==> src/rtl/dei_defines.svh <==
`ifndef DEI_DEFINES_SVH
`define DEI_DEFINES_SVH

// Codes on the register select pins
`define DEI_FN_DATA 4'h0
`define DEI_FN_CTRL 4'h1
`define DEI_FN_PC 4'h2

`define DEI_DW 16
`define DEI_CTL_W 5
`define DEI_CTL_BYTE 0
`define DEI_CTL_DMA 1
`define DEI_CTL_RST 5'h00
`define DEI_PC_W 9
`define DEI_PC_RST 9'h000
`define DEI_PC_FIRST 9'h001
`define DEI_SER_BITS 16
`define DEI_OSC_DIV 4
`define DEI_BUF_DEPTH 2

`endif

==> src/rtl/dei_pkg.sv <==
package dei_pkg;

  // Every pin from outside the core clock domain, synchronised as one vector
  typedef struct packed {
    logic cs_n;
    logic rw;
    logic strobe;
    logic [3:0] sel;
    logic [15:0] bus;
    logic ack;
    logic done_n;
    logic si_data;
    logic si_clk;
    logic si_gate;
    logic so_clk;
    logic so_gate;
    logic bit_pin;
    logic rst_pin_n;
    logic osc;
  } dei_pins_t;

  typedef enum logic [1:0] {
    SI_IDLE = 2'b00,
    SI_SHIFT = 2'b01,
    SI_FULL = 2'b11
  } dei_si_state_t;

endpackage

==> src/rtl/dei_buf_if.sv <==
interface dei_buf_if #(parameter int W = 16);
  logic in_valid;
  logic in_ready;
  logic [W-1:0] in_data;
  logic out_valid;
  logic out_ready;
  logic [W-1:0] out_data;
  modport buffer (input in_valid, in_data, out_ready, output in_ready, out_valid, out_data);
  modport user (output in_valid, in_data, out_ready, input in_ready, out_valid, out_data);
endinterface

==> src/rtl/dei_fifo.sv <==
module dei_fifo #(
  parameter int W = 16,
  parameter int DEPTH = 2
) (
  input wire logic i_core_clk,
  input wire logic i_rst_n,
  input wire logic i_ce,
  dei_buf_if.buffer bus
);
  localparam int AW = (DEPTH > 1) ? $clog2(DEPTH) : 1;
  localparam int PW = AW + 1;

  logic [W-1:0] mem [DEPTH];
  logic [PW-1:0] wp_q, wp_d, rp_q, rp_d;
  logic push, pop;

  always_comb begin
    bus.in_ready = (wp_q - rp_q) != PW'(DEPTH);
    bus.out_valid = wp_q != rp_q;
    bus.out_data = mem[rp_q[AW-1:0]];
    push = bus.in_valid & bus.in_ready;
    pop = bus.out_valid & bus.out_ready;
    wp_d = wp_q + PW'(push);
    rp_d = rp_q + PW'(pop);
  end

  always_ff @(posedge i_core_clk or negedge i_rst_n) begin
    if (!i_rst_n) begin
      wp_q <= '0;
      rp_q <= '0;
    end else if (i_ce) begin
      wp_q <= wp_d;
      rp_q <= rp_d;
    end
  end

  // Storage carries no reset; only the pointers say what is valid
  always_ff @(posedge i_core_clk) begin
    if (i_ce && push) begin
      mem[wp_q[AW-1:0]] <= bus.in_data;
    end
  end
endmodule

==> src/rtl/dei_top.sv <==
// What this block does
// - Data bus released while chip select inactive
// - Byte or word mode from control and select
// - Strobe latches bus into selected register
// - Strobe fall after transfer raises event
// - Read/write high reads, low writes
// - Host pins honoured only with chip select
// - Select pins choose the internal register
// - DMA done low leaves DMA mode
// - Serial input shifts on clock falling edge
// - Input gate rise starts capture; completion event
// - Output gate high shifts out; fall event
// - Serial output released while gate low
// - Serial output changes at clock rise
// - Request asserted when DMA flag set
// - Request per accumulator exchange, cleared by acknowledge
// - Outside DMA, program drives request directly
// - Program sets bit pin; reads pin level
// - Reset zeroes counter, sets interrupt mask
// - After reset release execution starts at one
// - Internal clock is oscillator divided by four
// - Byte mode moves words as upper, lower
// - Output bit count equals clocks, sixteen max
// - Host counter load starts at address plus one
`include "dei_defines.svh"
module dei_top #(
  parameter int BUF_DEPTH = `DEI_BUF_DEPTH,
  parameter int SER_BITS = `DEI_SER_BITS
) (
  input wire logic i_core_clk,
  input wire logic i_rst_n,
  input wire logic i_ce,
  input wire logic i_cs_n,
  input wire logic i_rw,
  input wire logic i_iface_strobe,
  input wire logic [3:0] i_reg_select,
  input wire logic [15:0] i_host_bus,
  output logic [15:0] o_host_bus,
  output logic o_host_bus_oe_n,
  input wire logic i_xfer_ack_in,
  input wire logic i_dma_done_in_n,
  output logic o_xfer_req_out,
  output logic o_xfer_req_out_oe_n,
  input wire logic i_ser_in_data,
  input wire logic i_ser_in_clk,
  input wire logic i_ser_in_gate,
  input wire logic i_ser_out_clk,
  input wire logic i_ser_out_gate,
  output logic o_ser_out_data,
  output logic o_ser_out_oe_n,
  input wire logic i_bit_pin,
  output logic o_bit_pin,
  output logic o_bit_pin_oe_n,
  input wire logic i_reset_n_in,
  input wire logic i_fundamental_clk,
  output logic o_sync_clk,
  output logic o_instr_tick,
  input wire logic i_prog_ctl_wr,
  input wire logic [4:0] i_prog_ctl,
  output logic [4:0] o_ctl,
  input wire logic i_or_wr,
  input wire logic [15:0] i_or_data,
  input wire logic i_acc_xchg,
  input wire logic i_prog_req_wr,
  input wire logic i_prog_req_val,
  input wire logic i_prog_bit_wr,
  input wire logic i_prog_bit_val,
  output logic o_bit_in,
  output logic o_ir_valid,
  output logic [15:0] o_ir_data,
  input wire logic i_ir_ready,
  output logic o_in_ready,
  output logic [15:0] o_sin_data,
  output logic o_sin_valid,
  input wire logic i_sin_take,
  input wire logic i_sout_load,
  input wire logic [15:0] i_sout_data,
  output logic o_host_xfer_ev,
  output logic o_sin_done_ev,
  output logic o_sout_done_ev,
  output logic [8:0] o_pc,
  output logic o_pc_start,
  output logic o_irq_mask,
  input wire logic i_mask_clr
);
  localparam int CNTW = $clog2(SER_BITS + 1);
  localparam int DVW = $clog2(`DEI_OSC_DIV);

  function automatic logic rose(input logic cur, input logic prev);
    return cur & ~prev;
  endfunction

  function automatic logic fell(input logic cur, input logic prev);
    return prev & ~cur;
  endfunction

  // Pin synchronisers; stage 3 only remembers stage 2 for edge finding
  dei_pkg::dei_pins_t pin_raw, pin_s1_q, pin_s2_q, pin_s3_q, s, p;
  assign pin_raw = {i_cs_n, i_rw, i_iface_strobe, i_reg_select, i_host_bus, i_xfer_ack_in,
                    i_dma_done_in_n, i_ser_in_data, i_ser_in_clk, i_ser_in_gate,
                    i_ser_out_clk, i_ser_out_gate, i_bit_pin, i_reset_n_in,
                    i_fundamental_clk};
  assign s = pin_s2_q;
  assign p = pin_s3_q;

  always_ff @(posedge i_core_clk or negedge i_rst_n) begin
    if (!i_rst_n) begin
      pin_s1_q <= '0;
      pin_s2_q <= '0;
      pin_s3_q <= '0;
    end else if (i_ce) begin
      pin_s1_q <= pin_raw;
      pin_s2_q <= pin_s1_q;
      pin_s3_q <= pin_s2_q;
    end
  end

  // Host port, control register and program counter
  logic [4:0] ctl_q, ctl_d;
  logic wph_q, wph_d, rph_q, rph_d, mask_q, mask_d, start_q, start_d, xev_q, xev_d;
  logic [7:0] hi_q, hi_d;
  logic [8:0] pc_q, pc_d;
  logic [15:0] bus_q, bus_d, or_q;
  logic bus_oe_n_q, bus_oe_n_d, push;
  logic [15:0] push_data;
  logic xfer_end, core_rst, core_rel, byte_mode;

  assign xfer_end = ~s.cs_n & ~p.cs_n & fell(s.strobe, p.strobe);
  assign core_rst = ~s.rst_pin_n;
  assign core_rel = rose(s.rst_pin_n, p.rst_pin_n);
  assign byte_mode = ctl_q[`DEI_CTL_BYTE];

  always_comb begin
    ctl_d = ctl_q;
    wph_d = wph_q;
    rph_d = rph_q;
    hi_d = hi_q;
    pc_d = pc_q;
    mask_d = mask_q;
    start_d = 1'b0;
    xev_d = 1'b0;
    push = 1'b0;
    push_data = s.bus;
    if (i_prog_ctl_wr) begin
      ctl_d = i_prog_ctl;
    end
    if (i_mask_clr) begin
      mask_d = 1'b0;
    end
    if (xfer_end) begin
      xev_d = 1'b1;
      if (!s.rw) begin
        unique case (s.sel)
          `DEI_FN_DATA: begin
            if (byte_mode) begin
              wph_d = ~wph_q;
              if (wph_q) begin
                push = 1'b1;
                push_data = {hi_q, s.bus[7:0]};
              end else begin
                hi_d = s.bus[7:0];
              end
            end else begin
              push = 1'b1;
            end
          end
          `DEI_FN_CTRL: ctl_d = s.bus[4:0];
          `DEI_FN_PC: begin
            pc_d = {1'b0, s.bus[7:0]} + `DEI_PC_FIRST;
            start_d = 1'b1;
          end
          default: ;
        endcase
      end else if (s.sel == `DEI_FN_DATA && byte_mode) begin
        rph_d = ~rph_q;
      end
    end
    if (!ctl_d[`DEI_CTL_BYTE]) begin
      wph_d = 1'b0;
      rph_d = 1'b0;
    end
    if (!s.done_n) begin
      ctl_d[`DEI_CTL_DMA] = 1'b0;
    end
    if (core_rst) begin
      pc_d = `DEI_PC_RST;
      mask_d = 1'b1;
      start_d = 1'b0;
    end else if (core_rel) begin
      pc_d = `DEI_PC_FIRST;
      start_d = 1'b1;
    end
    bus_oe_n_d = ~(~s.cs_n & s.rw);
    unique case (s.sel)
      `DEI_FN_DATA: begin
        if (byte_mode) begin
          bus_d = rph_q ? {8'h00, or_q[7:0]} : {8'h00, or_q[15:8]};
        end else begin
          bus_d = or_q;
        end
      end
      `DEI_FN_CTRL: bus_d = {11'h000, ctl_q};
      `DEI_FN_PC: bus_d = {7'h00, pc_q};
      default: bus_d = 16'h0000;
    endcase
  end

  // Interrupt mask and counter; the rest keeps its contents over a core reset pulse
  always_ff @(posedge i_core_clk or negedge i_rst_n) begin
    if (!i_rst_n) begin
      ctl_q <= `DEI_CTL_RST;
      wph_q <= 1'b0;
      rph_q <= 1'b0;
      hi_q <= 8'h00;
      pc_q <= `DEI_PC_RST;
      mask_q <= 1'b1;
      start_q <= 1'b0;
      xev_q <= 1'b0;
      bus_q <= 16'h0000;
      bus_oe_n_q <= 1'b1;
    end else if (i_ce) begin
      ctl_q <= ctl_d;
      wph_q <= wph_d;
      rph_q <= rph_d;
      hi_q <= hi_d;
      pc_q <= pc_d;
      mask_q <= mask_d;
      start_q <= start_d;
      xev_q <= xev_d;
      bus_q <= bus_d;
      bus_oe_n_q <= bus_oe_n_d;
    end
  end

  // Output register is plain data, written only by the program
  always_ff @(posedge i_core_clk) begin
    if (i_ce && i_or_wr) begin
      or_q <= i_or_data;
    end
  end

  // Host words wait in a small buffer until the program takes them
  dei_buf_if #(.W(16)) ir_if ();
  logic ir_valid_q, popped_q, room_q;
  logic [15:0] ir_data_q;

  assign ir_if.in_valid = push;
  assign ir_if.in_data = push_data;
  // A take is ignored in the cycle after a pop, while o_ir_valid still lags
  assign ir_if.out_ready = i_ir_ready & ir_valid_q & ~popped_q;

  dei_fifo #(.W(16), .DEPTH(BUF_DEPTH)) u_ir_fifo (
    .i_core_clk(i_core_clk),
    .i_rst_n(i_rst_n),
    .i_ce(i_ce),
    .bus(ir_if.buffer)
  );

  always_ff @(posedge i_core_clk or negedge i_rst_n) begin
    if (!i_rst_n) begin
      ir_valid_q <= 1'b0;
      ir_data_q <= 16'h0000;
      popped_q <= 1'b0;
      room_q <= 1'b0;
    end else if (i_ce) begin
      ir_valid_q <= ir_if.out_valid & ~(ir_if.out_ready);
      ir_data_q <= ir_if.out_data;
      popped_q <= ir_if.out_ready;
      room_q <= ir_if.in_ready & ~push;
    end
  end

  // DMA request and bit pin; open-drain pins pull low while enable is low
  logic req_q, req_d, dma_prev_q, bit_q, bit_d, bit_in_q;

  always_comb begin
    req_d = req_q;
    if (ctl_q[`DEI_CTL_DMA]) begin
      if (rose(s.ack, p.ack)) begin
        req_d = 1'b0;
      end
      if (!dma_prev_q || i_acc_xchg) begin
        req_d = 1'b1;
      end
    end else if (i_prog_req_wr) begin
      req_d = i_prog_req_val;
    end
    bit_d = i_prog_bit_wr ? i_prog_bit_val : bit_q;
  end

  always_ff @(posedge i_core_clk or negedge i_rst_n) begin
    if (!i_rst_n) begin
      req_q <= 1'b0;
      dma_prev_q <= 1'b0;
      bit_q <= 1'b1;
      bit_in_q <= 1'b0;
    end else if (i_ce) begin
      req_q <= req_d;
      dma_prev_q <= ctl_q[`DEI_CTL_DMA];
      bit_q <= bit_d;
      bit_in_q <= s.bit_pin;
    end
  end

  // Serial input capture
  dei_pkg::dei_si_state_t si_st_q, si_st_d;
  logic [15:0] si_sr_q, si_sr_d;
  logic [CNTW-1:0] si_cnt_q, si_cnt_d;
  logic si_ev_q, si_ev_d;

  always_comb begin
    si_st_d = si_st_q;
    si_sr_d = si_sr_q;
    si_cnt_d = si_cnt_q;
    si_ev_d = 1'b0;
    unique case (si_st_q)
      dei_pkg::SI_IDLE: begin
        if (rose(s.si_gate, p.si_gate)) begin
          si_st_d = dei_pkg::SI_SHIFT;
          si_cnt_d = '0;
        end
      end
      dei_pkg::SI_SHIFT: begin
        if (s.si_gate && fell(s.si_clk, p.si_clk)) begin
          si_sr_d = {si_sr_q[14:0], s.si_data};
          si_cnt_d = si_cnt_q + CNTW'(1);
          if (si_cnt_q == CNTW'(SER_BITS - 1)) begin
            si_st_d = dei_pkg::SI_FULL;
            si_ev_d = 1'b1;
          end
        end else if (!s.si_gate) begin
          si_st_d = (si_cnt_q != '0) ? dei_pkg::SI_FULL : dei_pkg::SI_IDLE;
          si_ev_d = si_cnt_q != '0;
        end
      end
      dei_pkg::SI_FULL: begin
        if (i_sin_take) begin
          si_st_d = dei_pkg::SI_IDLE;
          si_sr_d = 16'h0000;
        end
      end
      default: si_st_d = dei_pkg::SI_IDLE;
    endcase
  end

  always_ff @(posedge i_core_clk or negedge i_rst_n) begin
    if (!i_rst_n) begin
      si_st_q <= dei_pkg::SI_IDLE;
      si_sr_q <= 16'h0000;
      si_cnt_q <= '0;
      si_ev_q <= 1'b0;
    end else if (i_ce) begin
      si_st_q <= si_st_d;
      si_sr_q <= si_sr_d;
      si_cnt_q <= si_cnt_d;
      si_ev_q <= si_ev_d;
    end
  end

  // Serial output; clocks beyond the register length shift out zeros
  logic [15:0] so_sr_q, so_sr_d;
  logic [CNTW-1:0] so_cnt_q, so_cnt_d;
  logic so_out_q, so_out_d, so_ev_q, so_ev_d;

  always_comb begin
    so_sr_d = so_sr_q;
    so_cnt_d = so_cnt_q;
    so_out_d = so_out_q;
    so_ev_d = 1'b0;
    if (i_sout_load) begin
      so_sr_d = i_sout_data;
      so_cnt_d = '0;
    end else if (s.so_gate && rose(s.so_clk, p.so_clk)) begin
      if (so_cnt_q != CNTW'(SER_BITS)) begin
        so_out_d = so_sr_q[15];
        so_sr_d = {so_sr_q[14:0], 1'b0};
        so_cnt_d = so_cnt_q + CNTW'(1);
      end else begin
        so_out_d = 1'b0;
      end
    end else if (fell(s.so_gate, p.so_gate) && so_cnt_q != '0) begin
      so_ev_d = 1'b1;
      so_sr_d = 16'h0000;
      so_cnt_d = '0;
    end
  end

  always_ff @(posedge i_core_clk or negedge i_rst_n) begin
    if (!i_rst_n) begin
      so_sr_q <= 16'h0000;
      so_cnt_q <= '0;
      so_out_q <= 1'b0;
      so_ev_q <= 1'b0;
    end else if (i_ce) begin
      so_sr_q <= so_sr_d;
      so_cnt_q <= so_cnt_d;
      so_out_q <= so_out_d;
      so_ev_q <= so_ev_d;
    end
  end

  // Internal clock: one period per four oscillator rising edges
  logic [DVW-1:0] div_q, div_d;
  logic sync_q, tick_q, tick_d, so_oe_n_q;

  always_comb begin
    div_d = div_q;
    tick_d = 1'b0;
    if (rose(s.osc, p.osc)) begin
      div_d = div_q + DVW'(1);
      tick_d = div_q == DVW'(`DEI_OSC_DIV - 1);
    end
  end

  always_ff @(posedge i_core_clk or negedge i_rst_n) begin
    if (!i_rst_n) begin
      div_q <= '0;
      sync_q <= 1'b0;
      tick_q <= 1'b0;
      so_oe_n_q <= 1'b1;
    end else if (i_ce) begin
      div_q <= div_d;
      sync_q <= div_d[DVW-1];
      tick_q <= tick_d;
      so_oe_n_q <= ~s.so_gate;
    end
  end

  assign o_host_bus = bus_q;
  assign o_host_bus_oe_n = bus_oe_n_q;
  assign o_xfer_req_out = req_q;
  assign o_xfer_req_out_oe_n = req_q;
  assign o_ser_out_data = so_out_q;
  assign o_ser_out_oe_n = so_oe_n_q;
  assign o_bit_pin = bit_q;
  assign o_bit_pin_oe_n = bit_q;
  assign o_sync_clk = sync_q;
  assign o_instr_tick = tick_q;
  assign o_ctl = ctl_q;
  assign o_bit_in = bit_in_q;
  assign o_ir_valid = ir_valid_q;
  assign o_ir_data = ir_data_q;
  assign o_in_ready = room_q;
  assign o_sin_data = si_sr_q;
  assign o_sin_valid = si_st_q[1]; // Set only in the full state, so it stays a plain flop bit
  assign o_host_xfer_ev = xev_q;
  assign o_sin_done_ev = si_ev_q;
  assign o_sout_done_ev = so_ev_q;
  assign o_pc = pc_q;
  assign o_pc_start = start_q;
  assign o_irq_mask = mask_q;
endmodule

==> config.mk <==
export PLATFORM = sky130hd
export DESIGN_NAME = dei_top
export DESIGN_NICKNAME = d
export VERILOG_FILES = /design/src/rtl/dei_pkg.sv /design/src/rtl/dei_buf_if.sv /design/src/rtl/dei_fifo.sv /design/src/rtl/dei_top.sv
export VERILOG_INCLUDE_DIRS = /design/src /design/src/rtl
export SDC_FILE = /design/constraint.sdc
export NUM_CORES = 1
export LEC_CHECK = 0
export BUFFER_PORTS_ARGS = -buffer_cell sky130_fd_sc_hd__buf_2
export CAP_MARGIN = 20
export CORE_ASPECT_RATIO = 0.9
export CORE_MARGIN = 2
export CORE_UTILIZATION = 56
export DETAILED_ROUTE_END_ITERATION = 6
export PLACE_DENSITY_LB_ADDON = 0.25
export SYNTH_ARGS = -nofsm -noshare
export SYNTH_HDL_FRONTEND = slang
export SYNTH_SLANG_ARGS = --single-unit
==> constraint.sdc <==
create_clock -name i_core_clk -period 3.4 [get_ports i_core_clk]
set_clock_uncertainty 0.15 [all_clocks]
set_input_delay 0.68 -clock i_core_clk [delete_from_list [all_inputs] [get_ports i_core_clk]]
set_output_delay 0.68 -clock i_core_clk [all_outputs]
set_load 0.01 [all_outputs]
==> reports/qor.csv, run 1 <==
stage,metric,value,unit
floorplanning,placement row count,46,
sta,Final Hold Violating Endpoints,0,
clock_network,clk buf depth,3,
worst_setup_path,Worst setup SP type,register,
placed_design,dpl hpwl,14400,µm
logic_synthesis,mux cell area share after synthesis,13.2,%
clock_network,CTS tree,done,
floorplanning,die footprint,0.0194,mm²
power,PD cells,594,mW/mm²
worst_setup_path,Crit-path slowest cell,or4_1,
detailed_routing,drt first pass iters,5,
power,switching power total,1.85,mW
worst_setup_path,worst path arrival time,2.83,ns
power,leakage power,5.39,nW
sta,highest clock rate,358,MHz
sta,worst rel slew slack,51.2,%
sta,unrepaired setup endpoints after global routing,false,
power,clock share of power,36.5,%
logic_synthesis,post-synth top area cell,dfrtp_1,
grt,GRT Util Overall,22.1,%
worst_setup_path,RR Startpoint,pin_s2_q[26],
detailed_routing,Remaining DRCs,0,
placed_design,DP Area,0.0113,mm²
logic_synthesis,Compound-Gate Fraction of Synth Area,10.2,%
clock_network,H-tree Lvls,1,
logic_synthesis,post-synthesis xor/xnor area fraction,1.11,%
sta,Final Cycle Share,82.2,%
placed_design,# port buffers,163,
worst_setup_path,crit path max fanout,16,
power,P_int,5.35,mW
logic_synthesis,Synth Cell Area,0.0103,mm²
detailed_routing,post-route ant nets,0,
sta,final setup margin,0.604,ns
grt,antenna violations before repair,3,
cells_and_area,# nets final,1030,
sta,# setup viols final,0,
cells_and_area,P&R area growth vs syn,18.1,%
grt,vias in the first global route,6711,
detailed_routing,Via Count,6777,
logic_synthesis,synth unique cells,69,
logic_synthesis,"EDFF count, synth",48,
grt,GRT Residual Overflow,0,
cells_and_area,Finished Layout Cells,1198,
grt,first-pass GRT wire length,34800,µm
sta,min Tclk post-route,2.80,ns
cells_and_area,Util after Layout,68.1,%
clock_network,post-CTS setup buffer count,0,
power,Logic pwr share,13.4,%
logic_synthesis,ys async rst share,80.4,%
worst_setup_path,crit path cell chain,or4_1 -> nor4_2 -> nor2b_1 -> nor3b_2 -> buf_4,
logic_synthesis,post-synthesis register bit count,245,
sta,measured slew at the worst slew-check pin,0.733,ns
clock_network,"Clk pin slew, worst setup/hold paths",0.06,ns
detailed_routing,WL final,21200,µm
status,status,"complete, no violations",
worst_setup_path,crit path launch,pin_s2_q[26],
logic_synthesis,Mapped Cells,780,
power,Max VDD drop,411,µV
min_path,worst hold path class,primary input to async pin,
logic_synthesis,Post-Syn Nets,873,
clock_network,hold buffers post-CTS,0,
power,Sequential Power Share,50.1,%
floorplanning,Die W,147,µm
job,maxcap violations,0,
worst_setup_path,CP Class,register to register,
clock_network,CTS root buf,clkbuf_16,
logic_synthesis,"Warnings, synthesis",0,
sta,setup TNS,0,ns
detailed_routing,routed len/inst,17.7,µm
logic_synthesis,simple-gate share of the synthesized area,9.73,%
cells_and_area,fin area,0.0121,mm²
floorplanning,core footprint,0.0178,mm²
placed_design,Post-Place Worst Slack,0.638,ns
logic_synthesis,share of the synthesized area in the top cell type,47.1,%
detailed_routing,DR iter-0 viols,409,
floorplanning,io pins,164,
cells_and_area,share of layout cells above drive strength 1,32.7,%
placed_design,# placed instances,1150,
clock_network,CTS sink count,245,
logic_synthesis,Mean Syn Cell Area,13.2,µm²
clock_network,post_cts resized,0,
worst_setup_path,biggest cell delay along the critical path,0.84,ns
placed_design,routability-driven placement congestion ratio,0.825,
logic_synthesis,largest family of logic cells by synthesized area,multiplexers,
clock_network,"Clk Latency, worst-skew pair",0.50,ns
logic_synthesis,dominant synthesized flop cell,dfrtp_1,
power,Switching Fraction,25.7,%
grt,largest net degree at the start of global routing,81,
floorplanning,Initial Utilization,57.7,%
detailed_routing,mean number of vias per cell,5.66,
sta,"Slew Viols, Final",0,
worst_setup_path,CP Capture Type,register,
logic_synthesis,"Seq/Total Area, Yosys",62.1,%
floorplanning,Die Y-Extent,132,µm
logic_synthesis,Area contributors post-synth,"dfrtp_1 (47%), edfxtp_1 (14%), mux2_2 (8.9%), nand2_1 (2.6%), mux2i_1 (2.5%)",
clock_network,total CTS buffers,24,
logic_synthesis,adder-cell share of the synthesized area,1.10,%
worst_setup_path,"Req. time, crit path",3.43,ns
## power by group through the flow
stage	registers, mW	logic, mW	clock network [mW]
floorplan	3.61	0.613	0
global placement	3.65	0.942	0
detailed placement	3.66	0.971	0
CTS	3.61	0.977	2.68
global route	3.65	1.08	2.81
finish	3.61	0.967	2.63
## synthesized netlist by cell type (5+ instances only)
| cell | count |
|---|---|
| dfrtp_1 | 193 |
| a22o_1 | 10 |
| buf_1 | 6 |
| nand2_1 | 70 |
| buf_2 | 7 |
| ha_1 | 9 |
| nor2_1 | 30 |
| nand3_1 | 7 |
| nand2b_1 | 7 |
| a221o_1 | 15 |
| o21ai_0 | 34 |
| a21oi_1 | 19 |
| a22oi_1 | 7 |
| mux2_1 | 16 |
| o22a_1 | 5 |
| nor2b_1 | 10 |
| and3_1 | 22 |
| o2bb2ai_1 | 11 |
| mux2_2 | 81 |
| mux2i_1 | 26 |
| xnor2_1 | 9 |
| inv_1 | 17 |
| edfxtp_1 | 48 |
| clkbuf_1 | 29 |
| o31ai_1 | 7 |
## per-layer routing
layer / part of all wire [%] / track usage, % / wire length, µm
met5: 0 / 0 / 0
met1: 47 / 33.2 / 9910
met3: 6.1 / 3.52 / 1310
met4: 1.7 / 5.45 / 370
met2: 45 / 34.1 / 9640
## logic make-up (layout without fill, tap and decap cells)
family | after synthesis | after routing
xor+xnor | 13 | 13
flops | 245 | 245
simple gates | 186 | 186
compound gates | 141 | 141
fa+ha+maj | 9 | 9
mux | 123 | 123
other cells | 0 | 3
buf+inv | 63 | 238
## flip-flops by register name, summed over array words and instances (netlist names), 2 cells and up
signal / cells
hi_q: 8
u_ir_fifo.rp_q: 2
o_host_bus: 16
o_sin_data: 16
or_q: 16
o_ir_data: 16
si_st_q: 2
pin_s2_q: 33
p: 9
so_cnt_q: 5
pin_s1_q: 33
si_cnt_q: 5
so_sr_q: 16
u_ir_fifo.wp_q: 2
u_ir_fifo.mem: 32
o_pc: 9
o_ctl: 5
## layout by cell type (no fill, tap or decap), drive strengths merged, types with 4 or more instances in the layout
cell type,synthesis,routed
dfrtp,193,193
buf,17,176
mux2,97,97
nand2,70,70
edfxtp,48,48
o21ai,35,35
clkbuf,29,35
nor2,30,30
mux2i,26,26
and3,22,22
a21oi,19,19
inv,17,17
a221o,15,15
o2bb2ai,11,11
nor2b,10,10
a22o,10,10
xnor2,9,9
ha,9,9
clkinv,0,8
a22oi,7,7
nand2b,7,7
nand3,7,7
o31ai,7,7
o22a,5,5
xor2,4,4
nand3b,4,4
o211ai,4,4
o41ai,4,4
dfstp,4,4
or3,4,4
nor3,4,4
## layout make-up
type | count | area [µm²]
tap | 240 | 300
antenna | 3 | 7.51
inverter | 17 | 63.8
timing repair buffer | 177 | 961
clock buffer | 34 | 689
multi-input combinational | 472 | 3620
sequential | 245 | 6380
clock inverter | 10 | 96.3
fill | 1274 | 5670
## per-stage QoR
stage / hold slack [ns] / power (mW)
2_1_floorplan: 0.234 / 4.22
3_3_place_gp: 0.302 / 4.59
3_5_place_dp: 0.317 / 4.63
4_1_cts: 0.0716 / 7.26
5_1_grt: 0.0984 / 7.54
6_report: 0.0527 / 7.20
## critical path: cells and delay by family, from the launching register on
| family | cells | cell delay [ns] |
|---|---|---|
| flip-flops | 1 | 0.45 |
| buffers and inverters | 1 | 0.26 |
| AND/OR/NAND/NOR | 4 | 1.61 |
## path summary, 6_finish.rpt
kind	end	depth (start not counted)	slack [ns]
worst max-delay path	u_ir_fifo.mem[0][2]	5	0.60
worst min-delay path	o_sin_data[11]	1	0.05
worst max register to register	u_ir_fifo.mem[0][2]	5	0.60
worst min register to register	o_sin_data[15]	2	0.33
max in group asynchronous	pin_s1_q[12]	2	2.27
min in group i_core_clk	or_q[13]	1	0.20
Power figures use the tool's default switching activity.
==> run 2, diff against run 1 <==
--- a/config.mk
+++ b/config.mk
@@ -6,11 +6,12 @@
 export SDC_FILE = /design/constraint.sdc
 export NUM_CORES = 1
 export LEC_CHECK = 0
+export ABC_AREA = 1
 export BUFFER_PORTS_ARGS = -buffer_cell sky130_fd_sc_hd__buf_2
 export CAP_MARGIN = 20
 export CORE_ASPECT_RATIO = 0.9
 export CORE_MARGIN = 2
-export CORE_UTILIZATION = 56
+export CORE_UTILIZATION = 57
 export DETAILED_ROUTE_END_ITERATION = 6
 export PLACE_DENSITY_LB_ADDON = 0.25
 export SYNTH_ARGS = -nofsm -noshare
==> constraint.sdc (replaced) <==
create_clock -name i_core_clk -period 2.6 [get_ports i_core_clk]
set_clock_uncertainty 0.15 [all_clocks]
set_input_delay 0.52 -clock i_core_clk [delete_from_list [all_inputs] [get_ports i_core_clk]]
set_output_delay 0.52 -clock i_core_clk [all_outputs]
set_load 0.01 [all_outputs]
==> run 2 against run 1 <==
  * Non-clock buffer count is 5 higher
  * Design area is 2.6% higher
  * Flip-flop and latch count stayed put
  * Clock power is 39% higher
  * Count of clock-buffer cells in the layout is 2 higher
  * Critical endpoint is now u_ir_fifo.mem[0][4]
  * Largest power group unchanged
  * Critical path type unchanged
  * Power is 37% higher
  * Die area is 0.92% higher
  * Highest routed layer unchanged
  * Maximum frequency is 42% higher
  * Area after synthesis is 2.7% higher
  * Setup slack better by 0.024 ns
  * Via count is 21% higher
  * Final cell count is 34% higher
==> reports/qor.csv, run 2 <==
stage,metric,value,unit,change
status,status,"complete, no violations",,
detailed_routing,WL final,22400,µm,+5.3%
worst_setup_path,Crit-path slowest cell,dfrtp_1,,
min_path,worst hold path class,primary input to register,,
logic_synthesis,dominant synthesized flop cell,dfrtp_1,,
floorplanning,Initial Utilization,57.8,%,+0.13 points
worst_setup_path,CP Class,register to register,,
worst_setup_path,RR Startpoint,pin_s2_q[32],,
cells_and_area,share of layout cells above drive strength 1,18.3,%,-14 points
floorplanning,core footprint,0.0182,mm²,+2.5%
sta,min Tclk post-route,1.97,ns,-0.824 ns
logic_synthesis,ys async rst share,80.4,%,unchanged
job,maxcap violations,0,,unchanged
power,switching power total,2.74,mW,+48%
clock_network,CTS tree,done,,
logic_synthesis,"EDFF count, synth",48,,unchanged
detailed_routing,mean number of vias per cell,5.08,,-10%
power,Max VDD drop,514,µV,+25%
logic_synthesis,Area contributors post-synth,"dfrtp_1 (46%), nand2_1 (17%), edfxtp_1 (14%), o21ai_0 (5.1%), nand3_1 (3.5%)",,
clock_network,total CTS buffers,26,,+8.3%
detailed_routing,routed len/inst,13.9,µm,-22%
logic_synthesis,Mean Syn Cell Area,8.87,µm²,-33%
floorplanning,io pins,164,,unchanged
sta,# setup viols final,0,,unchanged
clock_network,CTS sink count,245,,unchanged
placed_design,# port buffers,163,,unchanged
worst_setup_path,"most used cell, CP",nand3_1,,
grt,antenna violations before repair,0,,-3
worst_setup_path,crit path launch,pin_s2_q[32],,
cells_and_area,"commonest non-fill, non-tap cell in the layout",nand2_1,,
worst_setup_path,Worst setup SP type,register,,
grt,largest net degree at the start of global routing,61,,-25%
power,P_int,7.12,mW,+33%
clock_network,CTS root buf,clkbuf_16,,
logic_synthesis,post-synth top area cell,dfrtp_1,,
power,leakage power,6.29,nW,+17%
logic_synthesis,synth unique cells,40,,-42%
logic_synthesis,"Warnings, synthesis",0,,unchanged
sta,final setup margin,0.628,ns,+0.0242 ns
logic_synthesis,Commonest cells post-synth,"nand2_1 (473), dfrtp_1 (193), o21ai_0 (107)",,
worst_setup_path,worst path arrival time,2.02,ns,-0.81 ns
worst_setup_path,flop2flop setup slack,0.63,ns,+0.02 ns
logic_synthesis,most common cell in the netlist,nand2_1,,
clock_network,"Clk pin slew, worst setup/hold paths",0.06,ns,about the same
worst_setup_path,crit path cell chain,nor2_1 -> nand3_1 -> inv_2 -> nand3_1 -> inv_1 -> nand3_1 -> nor2_1 -> buf_4,,
power,Logic pwr share,15.4,%,+2.0 points
clock_network,post_cts resized,0,,unchanged
sta,Final Cycle Share,75.9,%,-6.4 points
cells_and_area,Util after Layout,68.2,%,+0.078 points
logic_synthesis,Mapped Cells,1189,,+52%
sta,Final Hold Violating Endpoints,0,,unchanged
logic_synthesis,share of the synthesized area in the top cell type,45.8,%,-1.3 points
worst_setup_path,"Req. time, crit path",2.65,ns,-0.78 ns
detailed_routing,post-route ant nets,0,,unchanged
power,PD cells,793,mW/mm²,+33%
clock_network,"Clk Latency, worst-skew pair",0.52,ns,+0.02 ns
floorplanning,die footprint,0.0196,mm²,+0.92%
worst_setup_path,crit path max fanout,16,,unchanged
placed_design,DP Area,0.0116,mm²,+2.2%
worst_setup_path,CP Capture Point,u_ir_fifo.mem[0][4],,
grt,GRT Residual Overflow,0,,unchanged
sta,worst rel slew slack,60.8,%,+9.6 points
worst_setup_path,CP Capture Type,register,,
sta,unrepaired setup endpoints after global routing,false,,
floorplanning,Die Y-Extent,133,µm,+0.46%
grt,vias in the first global route,7702,,+15%
detailed_routing,Via Count,8172,,+21%
worst_setup_path,Reg-to-Reg End,u_ir_fifo.mem[0][4],,
cells_and_area,# nets final,1437,,+40%
logic_synthesis,Synth Cell Area,0.0105,mm²,+2.7%
sta,setup TNS,0,ns,unchanged
worst_setup_path,biggest cell delay along the critical path,0.39,ns,-0.45 ns
detailed_routing,DR iter-0 viols,531,,+30%
sta,measured slew at the worst slew-check pin,0.588,ns,-0.145 ns
logic_synthesis,post-synthesis register bit count,245,,unchanged
placed_design,Post-Place Worst Slack,0.639,ns,+0.000643 ns
detailed_routing,drt first pass iters,4,,-1
sta,highest clock rate,507,MHz,+42%
grt,first-pass GRT wire length,37400,µm,+7.4%
worst_setup_path,Top delay family on crit path,simple AND/OR/NAND/NOR gates,,
cells_and_area,P&R area growth vs syn,18.0,%,
clock_network,clk buf depth,3,,unchanged
sta,"Slew Viols, Final",0,,unchanged
cells_and_area,fin area,0.0124,mm²,+2.6%
logic_synthesis,"Seq/Total Area, Yosys",60.5,%,-1.7 points
floorplanning,placement row count,47,,+2.2%
cells_and_area,Ant. Diodes,0,,-3
power,clock share of power,37.1,%,+0.6 points
power,Final Total Pwr,9.86,mW,+37%
floorplanning,Die W,147,µm,+0.46%
placed_design,routability-driven placement congestion ratio,0.812,,-1.6%
power,Switching Fraction,27.8,%,+2.1 points
worst_setup_path,Critical path buffers and inverters,3,,+2
clock_network,H-tree Lvls,1,,unchanged
worst_setup_path,cell depth of the worst setup path,8,,+3
placed_design,dpl hpwl,15300,µm,+6.1%
power,Sequential Power Share,47.5,%,-2.6 points
logic_synthesis,Post-Syn Nets,1282,,+47%
detailed_routing,Remaining DRCs,0,,unchanged
worst_setup_path,R2R depth,8,,+3
cells_and_area,"commonest cells after routing, fill and taps aside","nand2_1 (473), dfrtp_1 (193), buf_2 (161)",,
grt,GRT Util Overall,23.2,%,+1.0 points
-- run 2: cells by family (layout without fill, tap and decap cells) --
logic type	Yosys count	in the layout	synth area share (%)
and+or+nand+nor	633	633	24.6
DFF	245	245	60.5
AOI/OAI and AO/OA	158	158	7.64
buffers and inverters	137	312	5.65
adders and majority gates	9	9	1.07
xor gates and xnor gates	6	6	0.498
muxes	1	1	0.107
-- run 2: worst register-to-register path: stages (launching register included) --
cell and delay [ns]:
dfrtp_1 0.39, nor2_1 0.18, nand3_1 0.18, inv_2 0.12, nand3_1 0.12, inv_1 0.08, nand3_1 0.07, nor2_1 0.11
buf_4 0.25
-- run 2: power groups by stage --
stage | Clock [mW] | Sequential [mW] | Combinational [mW]
after global routing | 3.88 | 4.74 | 1.75
after floorplan | 0 | 4.75 | 0.914
final | 3.66 | 4.68 | 1.52
after detailed placement | 0 | 4.74 | 1.53
after CTS | 3.72 | 4.68 | 1.54
after global placement | 0 | 4.73 | 1.49
-- run 2: worst min-delay path by stage --
stage	from	endpoint	slack (ns)	depth (start not counted)
2_1_floorplan	i_rst_n	div_q[0]	0.07	0
3_3_place_gp	p[5]	p[5]	0.30	2
3_5_place_dp	p[5]	p[5]	0.31	2
4_1_cts	i_prog_bit_wr	o_bit_pin	0.002	2
5_1_grt	i_or_data[12]	or_q[12]	0.01	1
6_report	i_prog_bit_wr	o_bit_pin	0.01	2
-- run 2: repair_timing --
action | CTS | global route
endpoints found under the hold margin | 57 | 0
setup buffers | 0 | 0
hold buffers | 1 | 0
-- run 2: metal layers --
layer / routed length [µm] / track usage [%] / vias up
li1: - / - / 4114
met1: 10700 / 34.7 / 3812
met2: 10200 / 36.6 / 208
met3: 1070 / 3.21 / 38
met4: 435 / 5.07 / 0
met5: 0 / 0 / -
-- run 2: cell type report --
cell class / instances / area, µm²
clock buffers: 36 / 749
clock inverters: 12 / 114
fillers: 1483 / 5790
inverters: 82 / 310
multi-input cells: 807 / 3570
flip-flops and latches: 245 / 6380
well taps: 245 / 307
repair buffers: 182 / 1010
-- run 2: through the flow --
stage / hold slack (ns) / std cells
5_1_grt: 0.0110 / 1609
2_1_floorplan: 0.0744 / 1189
6_report: 0.0121 / 1609
4_1_cts: 0.00235 / 1609
3_3_place_gp: 0.302 / 1560
3_5_place_dp: 0.306 / 1560
